$ cat src/hdl/ldec_consts.svh
// Opcode patterns, field codes and execution clock counts for the
// logic and string instruction decoder.
// Assumes opcode bytes are compared on the upper bits noted per entry.
`ifndef LDEC_CONSTS_SVH
`define LDEC_CONSTS_SVH

// Full-byte opcodes
`define OPC_SIGN_EXT_BW   8'h98
`define OPC_SIGN_EXT_WD   8'h99
// Compared on byte[7:2] (d and w below)
`define OPC_AND_RM        6'h08
`define OPC_XOR_RM        6'h0C
// Compared on byte[7:1] (w below; equal sense below for the prefix)
`define OPC_TEST_RM       7'h42
`define OPC_GRP_UNARY     7'h7B
`define OPC_TEST_ACC      7'h54
`define OPC_GRP_IMM       7'h40
`define OPC_XOR_ACC       7'h1A
`define OPC_AND_ACC       7'h12
`define OPC_STR_COPY      7'h52
`define OPC_STR_COMPARE   7'h53
`define OPC_STR_SCAN      7'h57
`define OPC_STR_LOAD      7'h56
`define OPC_STR_STORE     7'h55
`define OPC_REP_PREFIX    7'h79

// Reg field selectors inside the group opcodes
`define REG_TEST_IMM      3'h0
`define REG_INVERT        3'h2
`define REG_AND_IMM       3'h4
`define REG_XOR_IMM       3'h6

// Addressing byte fields
`define MOD_REGISTER      2'h3
`define MOD_DISP8         2'h1
`define MOD_DISP16        2'h2
`define RM_DIRECT         3'h6

// Execution clock counts
`define CLK_SIGN_EXT_BW   24'h000002
`define CLK_SIGN_EXT_WD   24'h000004
`define CLK_RR_REG        24'h000003
`define CLK_RR_MEM        24'h00000A
`define CLK_IMM_REG       24'h000004
`define CLK_IMM_MEM       24'h000010
`define CLK_TEST_IMM_MEM  24'h00000A
`define CLK_ACC_BYTE      24'h000003
`define CLK_ACC_WORD      24'h000004
`define CLK_INV_REG       24'h000003
`define CLK_INV_MEM       24'h00000A
`define CLK_COPY          24'h00000E
`define CLK_COMPARE       24'h000016
`define CLK_SCAN          24'h00000F
`define CLK_LOAD          24'h00000C
`define CLK_STORE         24'h00000A
`define CLK_REP_COPY_BASE 24'h000008
`define CLK_REP_COPY_PER  24'h000008
`define CLK_REP_CMP_BASE  24'h000005
`define CLK_REP_CMP_PER   24'h000016
`define CLK_REP_SCAN_BASE 24'h000005
`define CLK_REP_SCAN_PER  24'h00000F
`define CLK_REP_LOAD_BASE 24'h000006
`define CLK_REP_LOAD_PER  24'h00000B
`define CLK_REP_STOR_BASE 24'h000006
`define CLK_REP_STOR_PER  24'h000009

`endif

$ cat src/hdl/ldec_pkg.sv
// Types shared by the decoder and its classifier.
// Assumes nothing of its surroundings.
package ldec_pkg;

  typedef enum logic [3:0] {
    OP_NONE                    = 4'h0,
    OP_BYTE_TO_WORD_SIGN_EXT   = 4'h1,
    OP_WORD_TO_DOUBLE_SIGN_EXT = 4'h2,
    OP_BITWISE_CONJUNCTION     = 4'h3,
    OP_FLAG_ONLY_CONJUNCTION   = 4'h4,
    OP_EXCLUSIVE_DISJUNCTION   = 4'h5,
    OP_INVERT_OPERAND          = 4'h6,
    OP_STRING_COPY             = 4'h7,
    OP_STRING_COMPARE          = 4'h8,
    OP_STRING_SCAN             = 4'h9,
    OP_STRING_LOAD             = 4'hA,
    OP_STRING_STORE            = 4'hB
  } op_t;

  typedef enum logic [1:0] {
    GRP_NONE  = 2'h0,
    GRP_UNARY = 2'h1,
    GRP_IMM   = 2'h2
  } group_t;

  typedef struct packed {
    op_t    op;
    group_t group;
    logic   legal;
    logic   prefix;
    logic   has_modrm;
    logic   has_imm;
    logic   acc_form;
    logic   is_string;
    logic   dir_form;
    logic   dir_bit;
    logic   word_bit;
  } first_info_t;

  typedef enum logic [6:0] {
    S_OPCODE = 7'h01,
    S_MODRM  = 7'h02,
    S_DISP   = 7'h04,
    S_IMM_LO = 7'h08,
    S_IMM_HI = 7'h10,
    S_START  = 7'h20,
    S_EXEC   = 7'h40
  } state_t;

endpackage

$ cat src/hdl/ldec_links_if.sv
// Internal links of the decoder: first-byte classification and the
// execution timer.
// Assumes a single clock; the interfaces carry no clocked logic.
`timescale 1ns/100ps
`default_nettype none

interface class_if;
  logic [7:0]          byte_v;
  ldec_pkg::first_info_t info;
  modport classifier (input byte_v, output info);
  modport user       (output byte_v, input info);
endinterface

interface timer_if;
  logic        load;
  logic [23:0] count;
  logic        busy;
  logic        expire;
  modport timer (input load, input count, output busy, output expire);
  modport user  (output load, output count, input busy, input expire);
endinterface

`default_nettype wire

$ cat src/hdl/opcode_classifier.sv
// Combinational classification of a first opcode byte.
// Assumes the byte is stable while the decoder samples the result.
`timescale 1ns/100ps
`default_nettype none
`include "ldec_consts.svh"

module opcode_classifier (
  class_if.classifier bus
);

  function automatic ldec_pkg::first_info_t classify(input logic [7:0] b);
    ldec_pkg::first_info_t r;
    r           = '0;
    r.op        = ldec_pkg::OP_NONE;
    r.group     = ldec_pkg::GRP_NONE;
    r.legal     = 1'b1;
    r.word_bit  = b[0];
    r.dir_bit   = b[1];
    if (b == `OPC_SIGN_EXT_BW) begin
      r.op       = ldec_pkg::OP_BYTE_TO_WORD_SIGN_EXT;
      r.word_bit = 1'b0;
    end else if (b == `OPC_SIGN_EXT_WD) begin
      r.op       = ldec_pkg::OP_WORD_TO_DOUBLE_SIGN_EXT;
      r.word_bit = 1'b1;
    end else if (b[7:2] == `OPC_AND_RM) begin
      r.op        = ldec_pkg::OP_BITWISE_CONJUNCTION;
      r.has_modrm = 1'b1;
      r.dir_form  = 1'b1;
    end else if (b[7:2] == `OPC_XOR_RM) begin
      r.op        = ldec_pkg::OP_EXCLUSIVE_DISJUNCTION;
      r.has_modrm = 1'b1;
      r.dir_form  = 1'b1;
    end else if (b[7:1] == `OPC_TEST_RM) begin
      r.op        = ldec_pkg::OP_FLAG_ONLY_CONJUNCTION;
      r.has_modrm = 1'b1;
    end else if (b[7:1] == `OPC_GRP_UNARY) begin
      r.group     = ldec_pkg::GRP_UNARY;
      r.has_modrm = 1'b1;
    end else if (b[7:1] == `OPC_GRP_IMM) begin
      r.group     = ldec_pkg::GRP_IMM;
      r.has_modrm = 1'b1;
      r.has_imm   = 1'b1;
    end else if (b[7:1] == `OPC_TEST_ACC) begin
      r.op       = ldec_pkg::OP_FLAG_ONLY_CONJUNCTION;
      r.has_imm  = 1'b1;
      r.acc_form = 1'b1;
    end else if (b[7:1] == `OPC_XOR_ACC) begin
      r.op       = ldec_pkg::OP_EXCLUSIVE_DISJUNCTION;
      r.has_imm  = 1'b1;
      r.acc_form = 1'b1;
    end else if (b[7:1] == `OPC_AND_ACC) begin
      r.op       = ldec_pkg::OP_BITWISE_CONJUNCTION;
      r.has_imm  = 1'b1;
      r.acc_form = 1'b1;
    end else if (b[7:1] == `OPC_STR_COPY) begin
      r.op        = ldec_pkg::OP_STRING_COPY;
      r.is_string = 1'b1;
    end else if (b[7:1] == `OPC_STR_COMPARE) begin
      r.op        = ldec_pkg::OP_STRING_COMPARE;
      r.is_string = 1'b1;
    end else if (b[7:1] == `OPC_STR_SCAN) begin
      r.op        = ldec_pkg::OP_STRING_SCAN;
      r.is_string = 1'b1;
    end else if (b[7:1] == `OPC_STR_LOAD) begin
      r.op        = ldec_pkg::OP_STRING_LOAD;
      r.is_string = 1'b1;
    end else if (b[7:1] == `OPC_STR_STORE) begin
      r.op        = ldec_pkg::OP_STRING_STORE;
      r.is_string = 1'b1;
    end else if (b[7:1] == `OPC_REP_PREFIX) begin
      r.prefix = 1'b1;
    end else begin
      r.legal = 1'b0;
    end
    return r;
  endfunction

  assign bus.info = classify(bus.byte_v);

endmodule

`default_nettype wire

$ cat src/hdl/exec_timer.sv
// Down-counter that holds the decoder busy for an instruction's clocks.
// Assumes load is a one-cycle pulse with a count of at least one.
`timescale 1ns/100ps
`default_nettype none

module exec_timer (
  input  wire logic clk_i,
  input  wire logic sys_rst_i,
  timer_if.timer    tmr
);

  logic [23:0] remain_reg;

  always_ff @(posedge clk_i or posedge sys_rst_i) begin
    if (sys_rst_i) begin
      remain_reg <= 24'h000000;
    end else if (tmr.load) begin
      remain_reg <= tmr.count;
    end else if (remain_reg != 24'h000000) begin
      remain_reg <= remain_reg - 24'h000001;
    end
  end

  assign tmr.busy   = (remain_reg != 24'h000000);
  assign tmr.expire = (remain_reg == 24'h000001);

endmodule

`default_nettype wire

$ cat src/hdl/logic_string_op_decoder.sv
// Decoder for the logic and string instruction groups: takes opcode
// bytes, collects addressing and immediate bytes, and holds each decoded
// operation busy for its execution clock count; repeated string forms take a base plus a per-iteration cost times count_reg_i.
// Assumes bytes arrive from fetch logic on clk_i with valid/ready, and
// that count_reg_i is the live count register from the same clock.
`timescale 1ns/100ps
`default_nettype none
`include "ldec_consts.svh"

module logic_string_op_decoder (
  input  wire logic        clk_i,
  input  wire logic        sys_rst_i,
  input  wire logic [7:0]  byte_i,
  input  wire logic        byte_valid_i,
  output logic             byte_ready_o,
  input  wire logic [15:0] count_reg_i,
  output var ldec_pkg::op_t op_o,
  output logic             word_o,
  output logic             dir_to_reg_o,
  output logic             mem_operand_o,
  output logic             repeat_o,
  output logic             equal_sense_o,
  output logic             writes_result_o,
  output logic [7:0]       modrm_o,
  output logic [15:0]      imm_o,
  output logic [23:0]      clocks_o,
  output logic             busy_o,
  output logic             done_o,
  output logic             illegal_o
);

  class_if cls ();
  timer_if tmr ();

  opcode_classifier u_classifier (
    .bus (cls.classifier)
  );

  exec_timer u_timer (
    .clk_i     (clk_i),
    .sys_rst_i (sys_rst_i),
    .tmr       (tmr.timer)
  );

  ldec_pkg::state_t      state_reg;
  ldec_pkg::state_t      state_next;
  ldec_pkg::first_info_t info_reg;
  ldec_pkg::op_t         op_reg;
  logic [7:0]            modrm_reg;
  logic [15:0]           imm_reg;
  logic [1:0]            disp_left_reg;
  logic                  rep_reg;
  logic                  sense_reg;
  logic                  take;
  logic                  group_bad;
  ldec_pkg::op_t         group_op;
  logic                  group_imm;
  logic [1:0]            disp_len;

  // Register operand only when mod is 11
  function automatic logic is_memory(input logic [7:0] m);
    return m[7:6] != `MOD_REGISTER;
  endfunction

  // Displacement bytes that follow the addressing byte
  function automatic logic [1:0] disp_bytes(input logic [7:0] m);
    logic [1:0] n;
    n = 2'h0;
    if (m[7:6] == `MOD_DISP8) begin
      n = 2'h1;
    end else if (m[7:6] == `MOD_DISP16) begin
      n = 2'h2;
    end else if (m[7:6] == 2'h0 && m[2:0] == `RM_DIRECT) begin
      n = 2'h2;
    end
    return n;
  endfunction

  function automatic logic [23:0] exec_clocks(
    input ldec_pkg::op_t op,
    input logic          mem,
    input logic          word,
    input logic          count_loop_prefix,
    input logic          acc,
    input logic          imm,
    input logic [15:0]   n
  );
    logic [23:0] base;
    logic [23:0] per;
    base = `CLK_RR_REG;
    per  = 24'h000000;
    unique case (op)
      ldec_pkg::OP_BYTE_TO_WORD_SIGN_EXT: begin
        base = `CLK_SIGN_EXT_BW;
      end
      ldec_pkg::OP_WORD_TO_DOUBLE_SIGN_EXT: begin
        base = `CLK_SIGN_EXT_WD;
      end
      ldec_pkg::OP_BITWISE_CONJUNCTION,
      ldec_pkg::OP_EXCLUSIVE_DISJUNCTION: begin
        if (acc) begin
          base = word ? `CLK_ACC_WORD : `CLK_ACC_BYTE;
        end else if (imm) begin
          base = mem ? `CLK_IMM_MEM : `CLK_IMM_REG;
        end else begin
          base = mem ? `CLK_RR_MEM : `CLK_RR_REG;
        end
      end
      ldec_pkg::OP_FLAG_ONLY_CONJUNCTION: begin
        if (acc) begin
          base = word ? `CLK_ACC_WORD : `CLK_ACC_BYTE;
        end else if (imm) begin
          base = mem ? `CLK_TEST_IMM_MEM : `CLK_IMM_REG;
        end else begin
          base = mem ? `CLK_RR_MEM : `CLK_RR_REG;
        end
      end
      ldec_pkg::OP_INVERT_OPERAND: begin
        base = mem ? `CLK_INV_MEM : `CLK_INV_REG;
      end
      ldec_pkg::OP_STRING_COPY: begin
        base = count_loop_prefix ? `CLK_REP_COPY_BASE : `CLK_COPY;
        per  = count_loop_prefix ? `CLK_REP_COPY_PER : 24'h000000;
      end
      ldec_pkg::OP_STRING_COMPARE: begin
        base = count_loop_prefix ? `CLK_REP_CMP_BASE : `CLK_COMPARE;
        per  = count_loop_prefix ? `CLK_REP_CMP_PER : 24'h000000;
      end
      ldec_pkg::OP_STRING_SCAN: begin
        base = count_loop_prefix ? `CLK_REP_SCAN_BASE : `CLK_SCAN;
        per  = count_loop_prefix ? `CLK_REP_SCAN_PER : 24'h000000;
      end
      ldec_pkg::OP_STRING_LOAD: begin
        base = count_loop_prefix ? `CLK_REP_LOAD_BASE : `CLK_LOAD;
        per  = count_loop_prefix ? `CLK_REP_LOAD_PER : 24'h000000;
      end
      ldec_pkg::OP_STRING_STORE: begin
        base = count_loop_prefix ? `CLK_REP_STOR_BASE : `CLK_STORE;
        per  = count_loop_prefix ? `CLK_REP_STOR_PER : 24'h000000;
      end
      default: begin
        base = `CLK_RR_REG;
      end
    endcase
    // Widest case stays far below 2^24, so the product never wraps
    return base + per * {8'h00, n};
  endfunction

  assign cls.byte_v = byte_i;

  assign byte_ready_o = (state_reg == ldec_pkg::S_OPCODE) ||
                        (state_reg == ldec_pkg::S_MODRM)  ||
                        (state_reg == ldec_pkg::S_DISP)   ||
                        (state_reg == ldec_pkg::S_IMM_LO) ||
                        (state_reg == ldec_pkg::S_IMM_HI);
  assign take = byte_valid_i && byte_ready_o;

  // Reg field of the addressing byte picks the operation in the groups
  always_comb begin
    group_op  = ldec_pkg::OP_NONE;
    group_imm = 1'b0;
    group_bad = 1'b0;
    if (info_reg.group == ldec_pkg::GRP_UNARY) begin
      if (byte_i[5:3] == `REG_TEST_IMM) begin
        group_op  = ldec_pkg::OP_FLAG_ONLY_CONJUNCTION;
        group_imm = 1'b1;
      end else if (byte_i[5:3] == `REG_INVERT) begin
        group_op  = ldec_pkg::OP_INVERT_OPERAND;
      end else begin
        group_bad = 1'b1;
      end
    end else if (info_reg.group == ldec_pkg::GRP_IMM) begin
      group_imm = 1'b1;
      if (byte_i[5:3] == `REG_XOR_IMM) begin
        group_op = ldec_pkg::OP_EXCLUSIVE_DISJUNCTION;
      end else if (byte_i[5:3] == `REG_AND_IMM) begin
        group_op = ldec_pkg::OP_BITWISE_CONJUNCTION;
      end else begin
        group_bad = 1'b1;
      end
    end else begin
      group_op  = info_reg.op;
      group_imm = info_reg.has_imm;
    end
  end

  assign disp_len = disp_bytes(byte_i);

  always_comb begin
    state_next = state_reg;
    unique case (state_reg)
      ldec_pkg::S_OPCODE: begin
        if (take && cls.info.legal && !cls.info.prefix) begin
          if (cls.info.has_modrm) begin
            state_next = ldec_pkg::S_MODRM;
          end else if (cls.info.has_imm) begin
            state_next = ldec_pkg::S_IMM_LO;
          end else begin
            state_next = ldec_pkg::S_START;
          end
        end
      end
      ldec_pkg::S_MODRM: begin
        if (take) begin
          if (group_bad) begin
            state_next = ldec_pkg::S_OPCODE;
          end else if (disp_len != 2'h0) begin
            state_next = ldec_pkg::S_DISP;
          end else if (group_imm) begin
            state_next = ldec_pkg::S_IMM_LO;
          end else begin
            state_next = ldec_pkg::S_START;
          end
        end
      end
      ldec_pkg::S_DISP: begin
        if (take && disp_left_reg == 2'h1) begin
          state_next = info_reg.has_imm ? ldec_pkg::S_IMM_LO
                                        : ldec_pkg::S_START;
        end
      end
      ldec_pkg::S_IMM_LO: begin
        if (take) begin
          state_next = info_reg.word_bit ? ldec_pkg::S_IMM_HI
                                         : ldec_pkg::S_START;
        end
      end
      ldec_pkg::S_IMM_HI: begin
        if (take) begin
          state_next = ldec_pkg::S_START;
        end
      end
      ldec_pkg::S_START: begin
        state_next = ldec_pkg::S_EXEC;
      end
      ldec_pkg::S_EXEC: begin
        if (tmr.expire) begin
          state_next = ldec_pkg::S_OPCODE;
        end
      end
      default: begin
        state_next = ldec_pkg::S_OPCODE;
      end
    endcase
  end

  always_ff @(posedge clk_i or posedge sys_rst_i) begin
    if (sys_rst_i) begin
      state_reg <= ldec_pkg::S_OPCODE;
    end else begin
      state_reg <= state_next;
    end
  end

  // Prefix is remembered until the string operation it qualifies expires; a non-string opcode clears it
  always_ff @(posedge clk_i or posedge sys_rst_i) begin
    if (sys_rst_i) begin
      rep_reg   <= 1'b0;
      sense_reg <= 1'b0;
    end else if (take && state_reg == ldec_pkg::S_OPCODE) begin
      if (cls.info.prefix) begin
        rep_reg   <= 1'b1;
        sense_reg <= byte_i[0];
      end else if (!cls.info.is_string) begin
        rep_reg   <= 1'b0;
      end
    end else if (state_reg == ldec_pkg::S_START && !info_reg.is_string) begin
      rep_reg <= 1'b0;
    end else if (tmr.expire) begin
      rep_reg <= 1'b0;
    end
  end

  always_ff @(posedge clk_i or posedge sys_rst_i) begin
    if (sys_rst_i) begin
      info_reg      <= '0;
      op_reg        <= ldec_pkg::OP_NONE;
      modrm_reg     <= 8'hC0;
      imm_reg       <= 16'h0000;
      disp_left_reg <= 2'h0;
    end else if (take) begin
      unique case (state_reg)
        ldec_pkg::S_OPCODE: begin
          info_reg  <= cls.info;
          op_reg    <= cls.info.op;
          modrm_reg <= 8'hC0;
          imm_reg   <= 16'h0000;
        end
        ldec_pkg::S_MODRM: begin
          modrm_reg        <= byte_i;
          op_reg           <= group_op;
          info_reg.has_imm <= group_imm;
          disp_left_reg    <= disp_len;
        end
        ldec_pkg::S_DISP: begin
          disp_left_reg <= disp_left_reg - 2'h1;
        end
        ldec_pkg::S_IMM_LO: begin
          imm_reg[7:0] <= byte_i;
        end
        ldec_pkg::S_IMM_HI: begin
          imm_reg[15:8] <= byte_i;
        end
        default: begin
          imm_reg <= imm_reg;
        end
      endcase
    end
  end

  assign tmr.load  = (state_reg == ldec_pkg::S_START);
  assign tmr.count = exec_clocks(op_reg, is_memory(modrm_reg),
                                 info_reg.word_bit, rep_reg,
                                 info_reg.acc_form, info_reg.has_imm,
                                 count_reg_i);

  // Outputs are captured once at start and held through execution
  always_ff @(posedge clk_i or posedge sys_rst_i) begin
    if (sys_rst_i) begin
      op_o            <= ldec_pkg::OP_NONE;
      word_o          <= 1'b0;
      dir_to_reg_o    <= 1'b0;
      mem_operand_o   <= 1'b0;
      repeat_o        <= 1'b0;
      equal_sense_o   <= 1'b0;
      writes_result_o <= 1'b0;
      modrm_o         <= 8'h00;
      imm_o           <= 16'h0000;
      clocks_o        <= 24'h000000;
    end else if (state_reg == ldec_pkg::S_START) begin
      op_o            <= op_reg;
      word_o          <= info_reg.word_bit;
      dir_to_reg_o    <= info_reg.dir_form & info_reg.dir_bit;
      mem_operand_o   <= info_reg.has_modrm & is_memory(modrm_reg);
      repeat_o        <= rep_reg & info_reg.is_string;
      equal_sense_o   <= sense_reg & rep_reg & info_reg.is_string;
      writes_result_o <= (op_reg != ldec_pkg::OP_FLAG_ONLY_CONJUNCTION) &&
                         (op_reg != ldec_pkg::OP_STRING_COMPARE) &&
                         (op_reg != ldec_pkg::OP_STRING_SCAN);
      modrm_o         <= modrm_reg;
      imm_o           <= imm_reg;
      clocks_o        <= tmr.count;
    end
  end

  always_ff @(posedge clk_i or posedge sys_rst_i) begin
    if (sys_rst_i) begin
      done_o    <= 1'b0;
      illegal_o <= 1'b0;
    end else begin
      done_o    <= (state_reg == ldec_pkg::S_EXEC) && tmr.expire;
      illegal_o <= take &&
                   (((state_reg == ldec_pkg::S_OPCODE) && !cls.info.legal) ||
                    ((state_reg == ldec_pkg::S_MODRM) && group_bad));
    end
  end

  assign busy_o = tmr.busy;

endmodule

`default_nettype wire

$ cat config.mk
export PLATFORM = sky130hd
export DESIGN_NAME = logic_string_op_decoder
export DESIGN_NICKNAME = d
export VERILOG_FILES = /design/src/hdl/ldec_pkg.sv /design/src/hdl/ldec_links_if.sv /design/src/hdl/opcode_classifier.sv /design/src/hdl/exec_timer.sv /design/src/hdl/logic_string_op_decoder.sv
export VERILOG_INCLUDE_DIRS = /design/src /design/src/hdl
export SDC_FILE = /design/constraint.sdc
export NUM_CORES = 1
export LEC_CHECK = 0
export ABC_AREA = 1
export BUFFER_PORTS_ARGS = -buffer_cell sky130_fd_sc_hd__buf_4
export CAP_MARGIN = 20
export CELL_PAD_IN_SITES_DETAIL_PLACEMENT = 0
export CELL_PAD_IN_SITES_GLOBAL_PLACEMENT = 1
export CORE_UTILIZATION = 35
export DETAILED_ROUTE_END_ITERATION = 8
export GPL_TIMING_DRIVEN = 0
export PLACE_DENSITY = 0.65
export SYNTH_ARGS = -nofsm -noshare
export SYNTH_HDL_FRONTEND = slang
export SYNTH_SLANG_ARGS = --single-unit
export TNS_END_PERCENT = 1
$ cat constraint.sdc
create_clock -name clk_i -period 4.6 [get_ports clk_i]
set_input_delay 0.92 -clock clk_i [delete_from_list [all_inputs] [get_ports clk_i]]
set_output_delay 0.92 -clock clk_i [all_outputs]
set_load 0.01 [all_outputs]
==> results of run 1 <==
metal layers:
metal,vias up,GRT usage,wire (um)
met5,-,0,0
met4,0,0.05366,417
met3,26,0.02332,749
met2,151,0.3689,14220
met1,4232,0.2693,13200
li1,4468,-,-
tightest hold or removal path, cell delays in order (launching register included):
cell     delay [ns]
dfrtp_1        0.34
nand2_1        0.06
nand2_1        0.05
layout make-up:
class	instances	area (um^2)
buffer	26	157.7
clock buffer	17	425.4
multi-input combinational	973	5826
clock inverter	15	158.9
fill	2940	15290
tap	372	465.4
sequential	134	3358
timing repair buffer	95	730.7
inverter	220	834.6
synth_stat cells, types with 3 or more instances:
cell,count,share of area
xor2_1,4,0.0036
nand2_1,375,0.14
fa_1,47,0.096
nor2_4,6,0.0069
nor2_2,7,0.0045
nor3_1,13,0.0066
o221ai_1,3,0.0027
or2_2,3,0.0019
buf_2,13,0.0066
a21oi_1,60,0.031
a31oi_1,5,0.0032
nand3_1,62,0.032
nand2_4,3,0.0034
inv_2,8,0.0031
dfrtp_1,131,0.33
nor2_1,193,0.074
dfstp_2,3,0.0080
o21ai_1,21,0.011
ha_1,46,0.059
nand4_1,15,0.0096
o22ai_1,11,0.0070
buf_4,7,0.0053
o21bai_1,6,0.0046
clkbuf_1,3,0.0011
nand3b_1,8,0.0061
inv_1,211,0.081
nand2_2,6,0.0038
o21ai_0,56,0.029
where the power goes:
group | switching (mW) | total (mW) | internal, mW | leakage (nW)
clock | 0.609 | 1.38 | 0.768 | 0.283
sequential | 0.231 | 1.71 | 1.48 | 1.80
combinational | 1.25 | 1.96 | 0.717 | 4.35
total | 2.09 | 5.05 | 2.97 | 6.44
worst max path at each step:
stage               from                endpoint  slack [ns]  cells after the start
6_report       op_reg[3]  u_timer.remain_reg[21]        0.23                     22
5_1_grt        op_reg[3]  u_timer.remain_reg[21]       -0.04                     22
4_1_cts        op_reg[3]  u_timer.remain_reg[16]        0.02                     22
3_5_place_dp   op_reg[1]  u_timer.remain_reg[10]       -0.52                     19
3_3_place_gp   sys_rst_i             info_reg[9]       -1.75                      2
2_1_floorplan  sys_rst_i             clocks_o[0]        0.10                      1
what timing repair did:
| action | in CTS | in global routing |
|---|---|---|
| hold buffers | 0 | 0 |
| cloned | 0 | 1 |
| buffers inserted | 2 | 5 |
| gates resized for setup | 13 | 76 |
| setup endpoints to repair | 34 | 32 |
| pin swaps | 0 | 7 |
cells by family after synthesis:
group	Yosys count	synth area share
AO/OA/AOI/OAI	172	0.09706
buffers and inverters	246	0.09910
flip-flops	134	0.3417
XOR/XNOR	6	0.005350
other	1	0.0003818
adder cells (fa/ha/maj)	93	0.1544
AND/OR/NAND/NOR	700	0.3020
per-stage QoR:
step           TNS, ns  area (um^2)    util
6_report             0        11960  0.4388
5_1_grt        -0.1644        11960  0.4388
4_1_cts              0        11610  0.4259
3_5_place_dp    -12.96        10970  0.4026
3_3_place_gp   -239.17        10940  0.4014
2_1_floorplan        0         9827       -
==> impl_results.md, run 1 <==
- Least-Margin Pin Slew: 0.8365 ns
- Minimum clock period: 4.368 ns
- Worst Reg-to-Reg Cells: 22
- Yosys warns: 0
- Finished Layout Cells: 1,852
- Hold path depth: 2
- Setup crit end kind: flip-flop
- Ys async rst share: 1.000
- Port bufs: 86
- Worst R2R Start: op_reg[3]
- RSZ-0062 raised after global routing: yes
- Peak supply drop: 239.4 uV
- Worst Path Required: 4.95 ns
- Die Ht: 169.5 um
- Core ar.: 27,250 um^2
- Dpl cells: 1,812
- Post-synth EDFFs: 0
- WP buf/inv: 6
- DRT Pass-1 Iters: 5
- Die area: 28,740 um^2
- Mapped Cells: 1,352
- CP max-delay cell: fa_1
- Initial antenna violation count: 0
- Post-Syn Area: 9823 um^2
- Layout cells sized above 1: 0.1757
- Post-synth cell types: 48
- Worst setup SP type: flip-flop
- Top Ports: 89
- HP Start: imm_o[9]
- Avg WL per Cell: 15.43 um
- Vias in the first global route: 8,954
- Top_reg_cell synth: dfrtp_1
- Commonest non-fill, non-tap cell in the layout: nand2_1
- Detailed Place HPWL: 22.49 mm
- Routability cong.: 0.8760
- Max incr delay on CP: 0.49 ns
- Flop2flop setup slack: 0.23 ns
- CTS sink count: 134
- Antenna-violating nets left: 0
- Pin count of the biggest net entering global routing: 85
- Flops & latches, synth: 134
- Rows: 60
- CP max FO: 10
- Global-route wire length before repair: 46.54 mm
- DRC: 0
- CTS H-tree lvls: 4
- Nets: 1,587
- Clk root buf: clkbuf_16
- PD cells: 422.7 nW/um^2
- Die Width: 169.5 um
- Hold path endpoint: imm_o[9]
- Status: completed
- Initial Util: 0.3605
- Fin crit share: 0.9495
- Crit path max-delay family: adder cells
- CTS tree: built
- PnR Total Power: 5.055 mW
- FMAX: 0.2290 GHz
- Critical path type: reg -> reg
- Initial DRC count: 447
- Final hold violation count: 0
- Reg-to-reg endpoint: u_timer.remain_reg[21]
- Max clock buf depth: 2
- HP Class: reg -> reg
- Vias per inst: 4.793
- Worst-path cell chain: inv_1 > nor2_4 > nand2_4 > nor2_4 > clkinvlp_4 > buf_6 > nor2_1 > fa_1 > fa_1 > inv_1 > fa_1 > inv_1 > ha_4 > nand2_1 > nand2_1 > inv_1 > o21bai_2 > o21bai_1 > nand2_1 > nand3_1 > nand2_1 > a21oi_1
- DP Worst Slack: -0.5223 ns
- Max Cap Viol: 0
- Gr ovfl total: 0
- Clk pin slew, worst setup/hold paths: 0.07 ns
- Final WS setup: 0.2323 ns
- N_diodes: 0
- GRT Util Overall: 0.2084
- Worst EP arrival: 4.72 ns
- Syn_area_per_cell: 7.266 um^2
- Register area share after synthesis: 0.3417
- Clock insertion delay at the later pin of the skew report: 0.43 ns
- Clock Skew: 0.01406 ns
- Leakage: 6.438 nW
- Hold_ws: 0.4760 ns
- Total CTS buffers: 17
- Via Count: 8,877
- Fin. max-slew vios: 0
- Most frequent cells in the layout: nand2_1 (362), inv_1 (207), nor2_1 (175), dfrtp_1 (130), buf_4 (101)
- WL final: 28.58 mm
- Max reg flops: 24
- Final setup violation count: 0
- Layout area overhead: 21.72%
- Slew headroom: 0.4423
No activity file was read; power rests on OpenSTA's default activity.
==> run 2: changes to the inputs <==
ABC_AREA = default   (was 1)
PLACE_DENSITY = 0.63   (was 0.65)
==> run 2 against run 1 <==
  * The flow now finishes with violations (design-rule violations, negative setup slack)
  * First-iteration DRC count fell by 14%
  * Cell count fell by 15%
  * Register-to-register slack worse by 0.29 ns
  * Clock skew increased by 0.017 ns
  * Clock-buffer cell count increased by 1
  * Critical path depth is 2 lower
  * Critical path type unchanged
  * Critical endpoint is now u_timer.remain_reg[16]
  * Highest routed layer unchanged
==> impl_results.md, run 2 <==
- Max clock buf depth: 2
- Final hold violation count: 0
- Most common cell in the netlist: nand2_1
- Commonest non-fill, non-tap cell in the layout: nand2_1
- Post-Syn Area: 9450 um^2
- CP max FO: 5
- Setup crit end kind: flip-flop
- Ys async rst share: 1.000
- Clock Skew: 0.03152 ns
- PD cells: 389.1 nW/um^2
- GRT Util Overall: 0.2063
- Critical path type: reg -> reg
- Die Width: 166.3 um
- WP buf/inv: 5
- PnR Total Power: 4.548 mW
- Initial Util: 0.3596
- Failing checks: design-rule violations, negative setup slack
- Global-route wire length before repair: 44.39 mm
- Worst-path cell chain: nor2b_4 > buf_6 > o21ai_4 > a21oi_4 > buf_6 > and2_4 > fa_1 > fa_1 > inv_2 > fa_1 > inv_2 > ha_4 > o211ai_1 > a21oi_2 > o31a_1 > a41oi_2 > buf_4 > xnor2_2 > nand2_2 > o21ai_1
- Worst Path Required: 4.96 ns
- Top-area cell type share of the netlist area: 0.3469
- CTS H-tree lvls: 4
- Rows: 59
- Leakage: 5.681 nW
- Final WS setup: -0.06238 ns
- Initial antenna violation count: 0
- Area leader, netlist: dfrtp_1
- Routability cong.: 0.8119
- Max reg flops: 24
- Clock insertion delay at the later pin of the skew report: 0.44 ns
- Max Cap Viol: 0
- Status: complete, but fails checks
- Final setup violation count: 5
- Antenna-violating nets left: 0
- Avg WL per Cell: 17.53 um
- Pin count of the biggest net entering global routing: 86
- Via Count: 7,970
- HP Class: reg -> reg
- Total CTS buffers: 17
- Fin crit share: 1.014
- Gr ovfl total: 0
- Net Sw Power: 1.691 mW
- CTS sink count: 134
- Initial DRC count: 386
- N_diodes: 0
- Slew headroom: 0.3534
- Cell Int Power: 2.858 mW
- Layout area overhead: 23.67%
- CTS hold repair buffers: 0
- Vias in the first global route: 7,949
- Vias per inst: 5.047
- Port bufs: 82
- Flops & latches, synth: 134
- DRC: 7
- CP max-delay cell: fa_1
- Post-route cell area: 11,690 um^2
- Die Ht: 166.3 um
- Post-synth EDFFs: 0
- Top Ports: 89
- WL final: 27.69 mm
- Worst setup SP type: flip-flop
- RSZ-0062 raised after global routing: yes
- Minimum clock period: 4.662 ns
- Sequential Power Share: 0.370
- Post-synth top cells: nand2_1 (225), dfrtp_1 (131), inv_1 (86)
- Max incr delay on CP: 0.54 ns
- Die area: 27,660 um^2
- Peak supply drop: 220.3 uV
- Finished Layout Cells: 1,579
- Syn_area_per_cell: 8.545 um^2
- Post-synth cell types: 69
- Power share of the combinational group: 0.320
- Worst EP arrival: 5.02 ns
- Most frequent cells in the layout: nand2_1 (222), dfrtp_1 (129), buf_4 (104), inv_1 (79), and2_1 (75)
- Clock power share: 0.310
- Detailed Place HPWL: 20.90 mm
- Nets: 1,351
- Sw frac: 0.3717
- Mapped Cells: 1,106
- Synth top area cells: dfrtp_1 (35%), fa_1 (10%), nand2_1 (8.9%)
- Top_reg_cell synth: dfrtp_1
- Least-Margin Pin Slew: 0.9674 ns
- Most common cell on crit path: fa_1
- FMAX: 0.2145 GHz
- Yosys warns: 0
- Clk root buf: clkbuf_16
- Fin Setup TNS: -0.2155 ns
- Layout cells sized above 1: 0.1937
- Clk pin slew, worst setup/hold paths: 0.07 ns
- Register area share after synthesis: 0.3552
- Crit path max-delay family: adder cells
- Dpl cell area: 10,530 um^2
- DRT Pass-1 Iters: 9
- Core ar.: 26,280 um^2
- CTS tree: built
- Dpl cells: 1,525
- Fin. max-slew vios: 0
## run 2: cell types whose count changed in the layout (fill, tap and decap cells not counted), moves of 15 or more
cell,previous run,this run
xnor2_1,2,20
inv_1,207,79
clkbuf_1,2,34
nand3_1,54,34
nor2_1,175,68
and2_1,0,75
nand2_1,362,222
nand2_2,17,2
nor2_2,20,1
o21ai_1,23,5
a21oi_1,55,40
## run 2: final timing paths
check / startpoint / slack, ns / end / depth (start not counted)
worst max register to register: op_reg[3] / -0.06 / u_timer.remain_reg[16] / 20
worst max-delay path: op_reg[3] / -0.06 / u_timer.remain_reg[16] / 20
max in group asynchronous: sys_rst_i / 3.25 / info_reg[5] / 3
worst min-delay path: imm_reg[3] / 0.47 / imm_o[3] / 2
worst min register to register: imm_reg[3] / 0.47 / imm_o[3] / 2
min in group asynchronous: sys_rst_i / 0.53 / clocks_o[21] / 2
## run 2: area by class of cell
cell class              count  area [um^2]
well taps                 335        419.2
clock inverters            14        166.4
flip-flops and latches    134         3359
repair buffers            105        815.8
plain buffers              50        259.0
multi-input cells         837         5911
inverters                  86        327.8
clock buffers              18        429.2
fillers                  2671        14590
## run 2: tightest hold or removal path: cells and delay by family (launching register included)
family / cells / cell delay, ns
flip-flops: 1 / 0.35
AND/OR/NAND/NOR: 2 / 0.10
## run 2: routing by layer
metal,global-route usage,wire length (um)
met1,0.2771,13050
met2,0.3467,13500
met3,0.03313,717
met4,0.05072,416
met5,0,0
## run 2: per-stage QoR
stage               utilization  hold slack, ns  worst slack (ns)
floorplan                     -          0.4384         0.0006315
global placement         0.3996          0.4590            -1.874
detailed placement       0.4008          0.4587            -1.094
CTS                      0.4355          0.4744           -0.1554
global route             0.4447          0.4976           -0.2511
finish                   0.4447          0.4714          -0.06238
## run 2: power by group through the flow
stage / clock network (mW) / logic [mW] / registers [mW]
3_5_place_dp: 0 / 1.43 / 1.69
6_report: 1.41 / 1.46 / 1.68
2_1_floorplan: 0 / 0.844 / 1.69
4_1_cts: 1.44 / 1.46 / 1.68
3_3_place_gp: 0 / 1.42 / 1.69
5_1_grt: 1.49 / 1.62 / 1.72
## run 2: timing repair
item,CTS,global route
endpoints found under the setup margin,30,27
pin swaps,17,28
setup buffers,11,12
cloned,0,0
gates resized for setup,56,54
## run 2: cell families (layout without fill, tap and decap cells)
group,count (synthesis),count (layout),synth area share
buffers and inverters,136,273,0.05706
AND/OR/NAND/NOR,506,506,0.2604
adder cells (fa/ha/maj),94,94,0.1615
XOR/XNOR,33,33,0.03058
multiplexers,12,12,0.01350
other,1,2,0.0003968
flip-flops,134,134,0.3552
AO/OA/AOI/OAI,190,190,0.1213
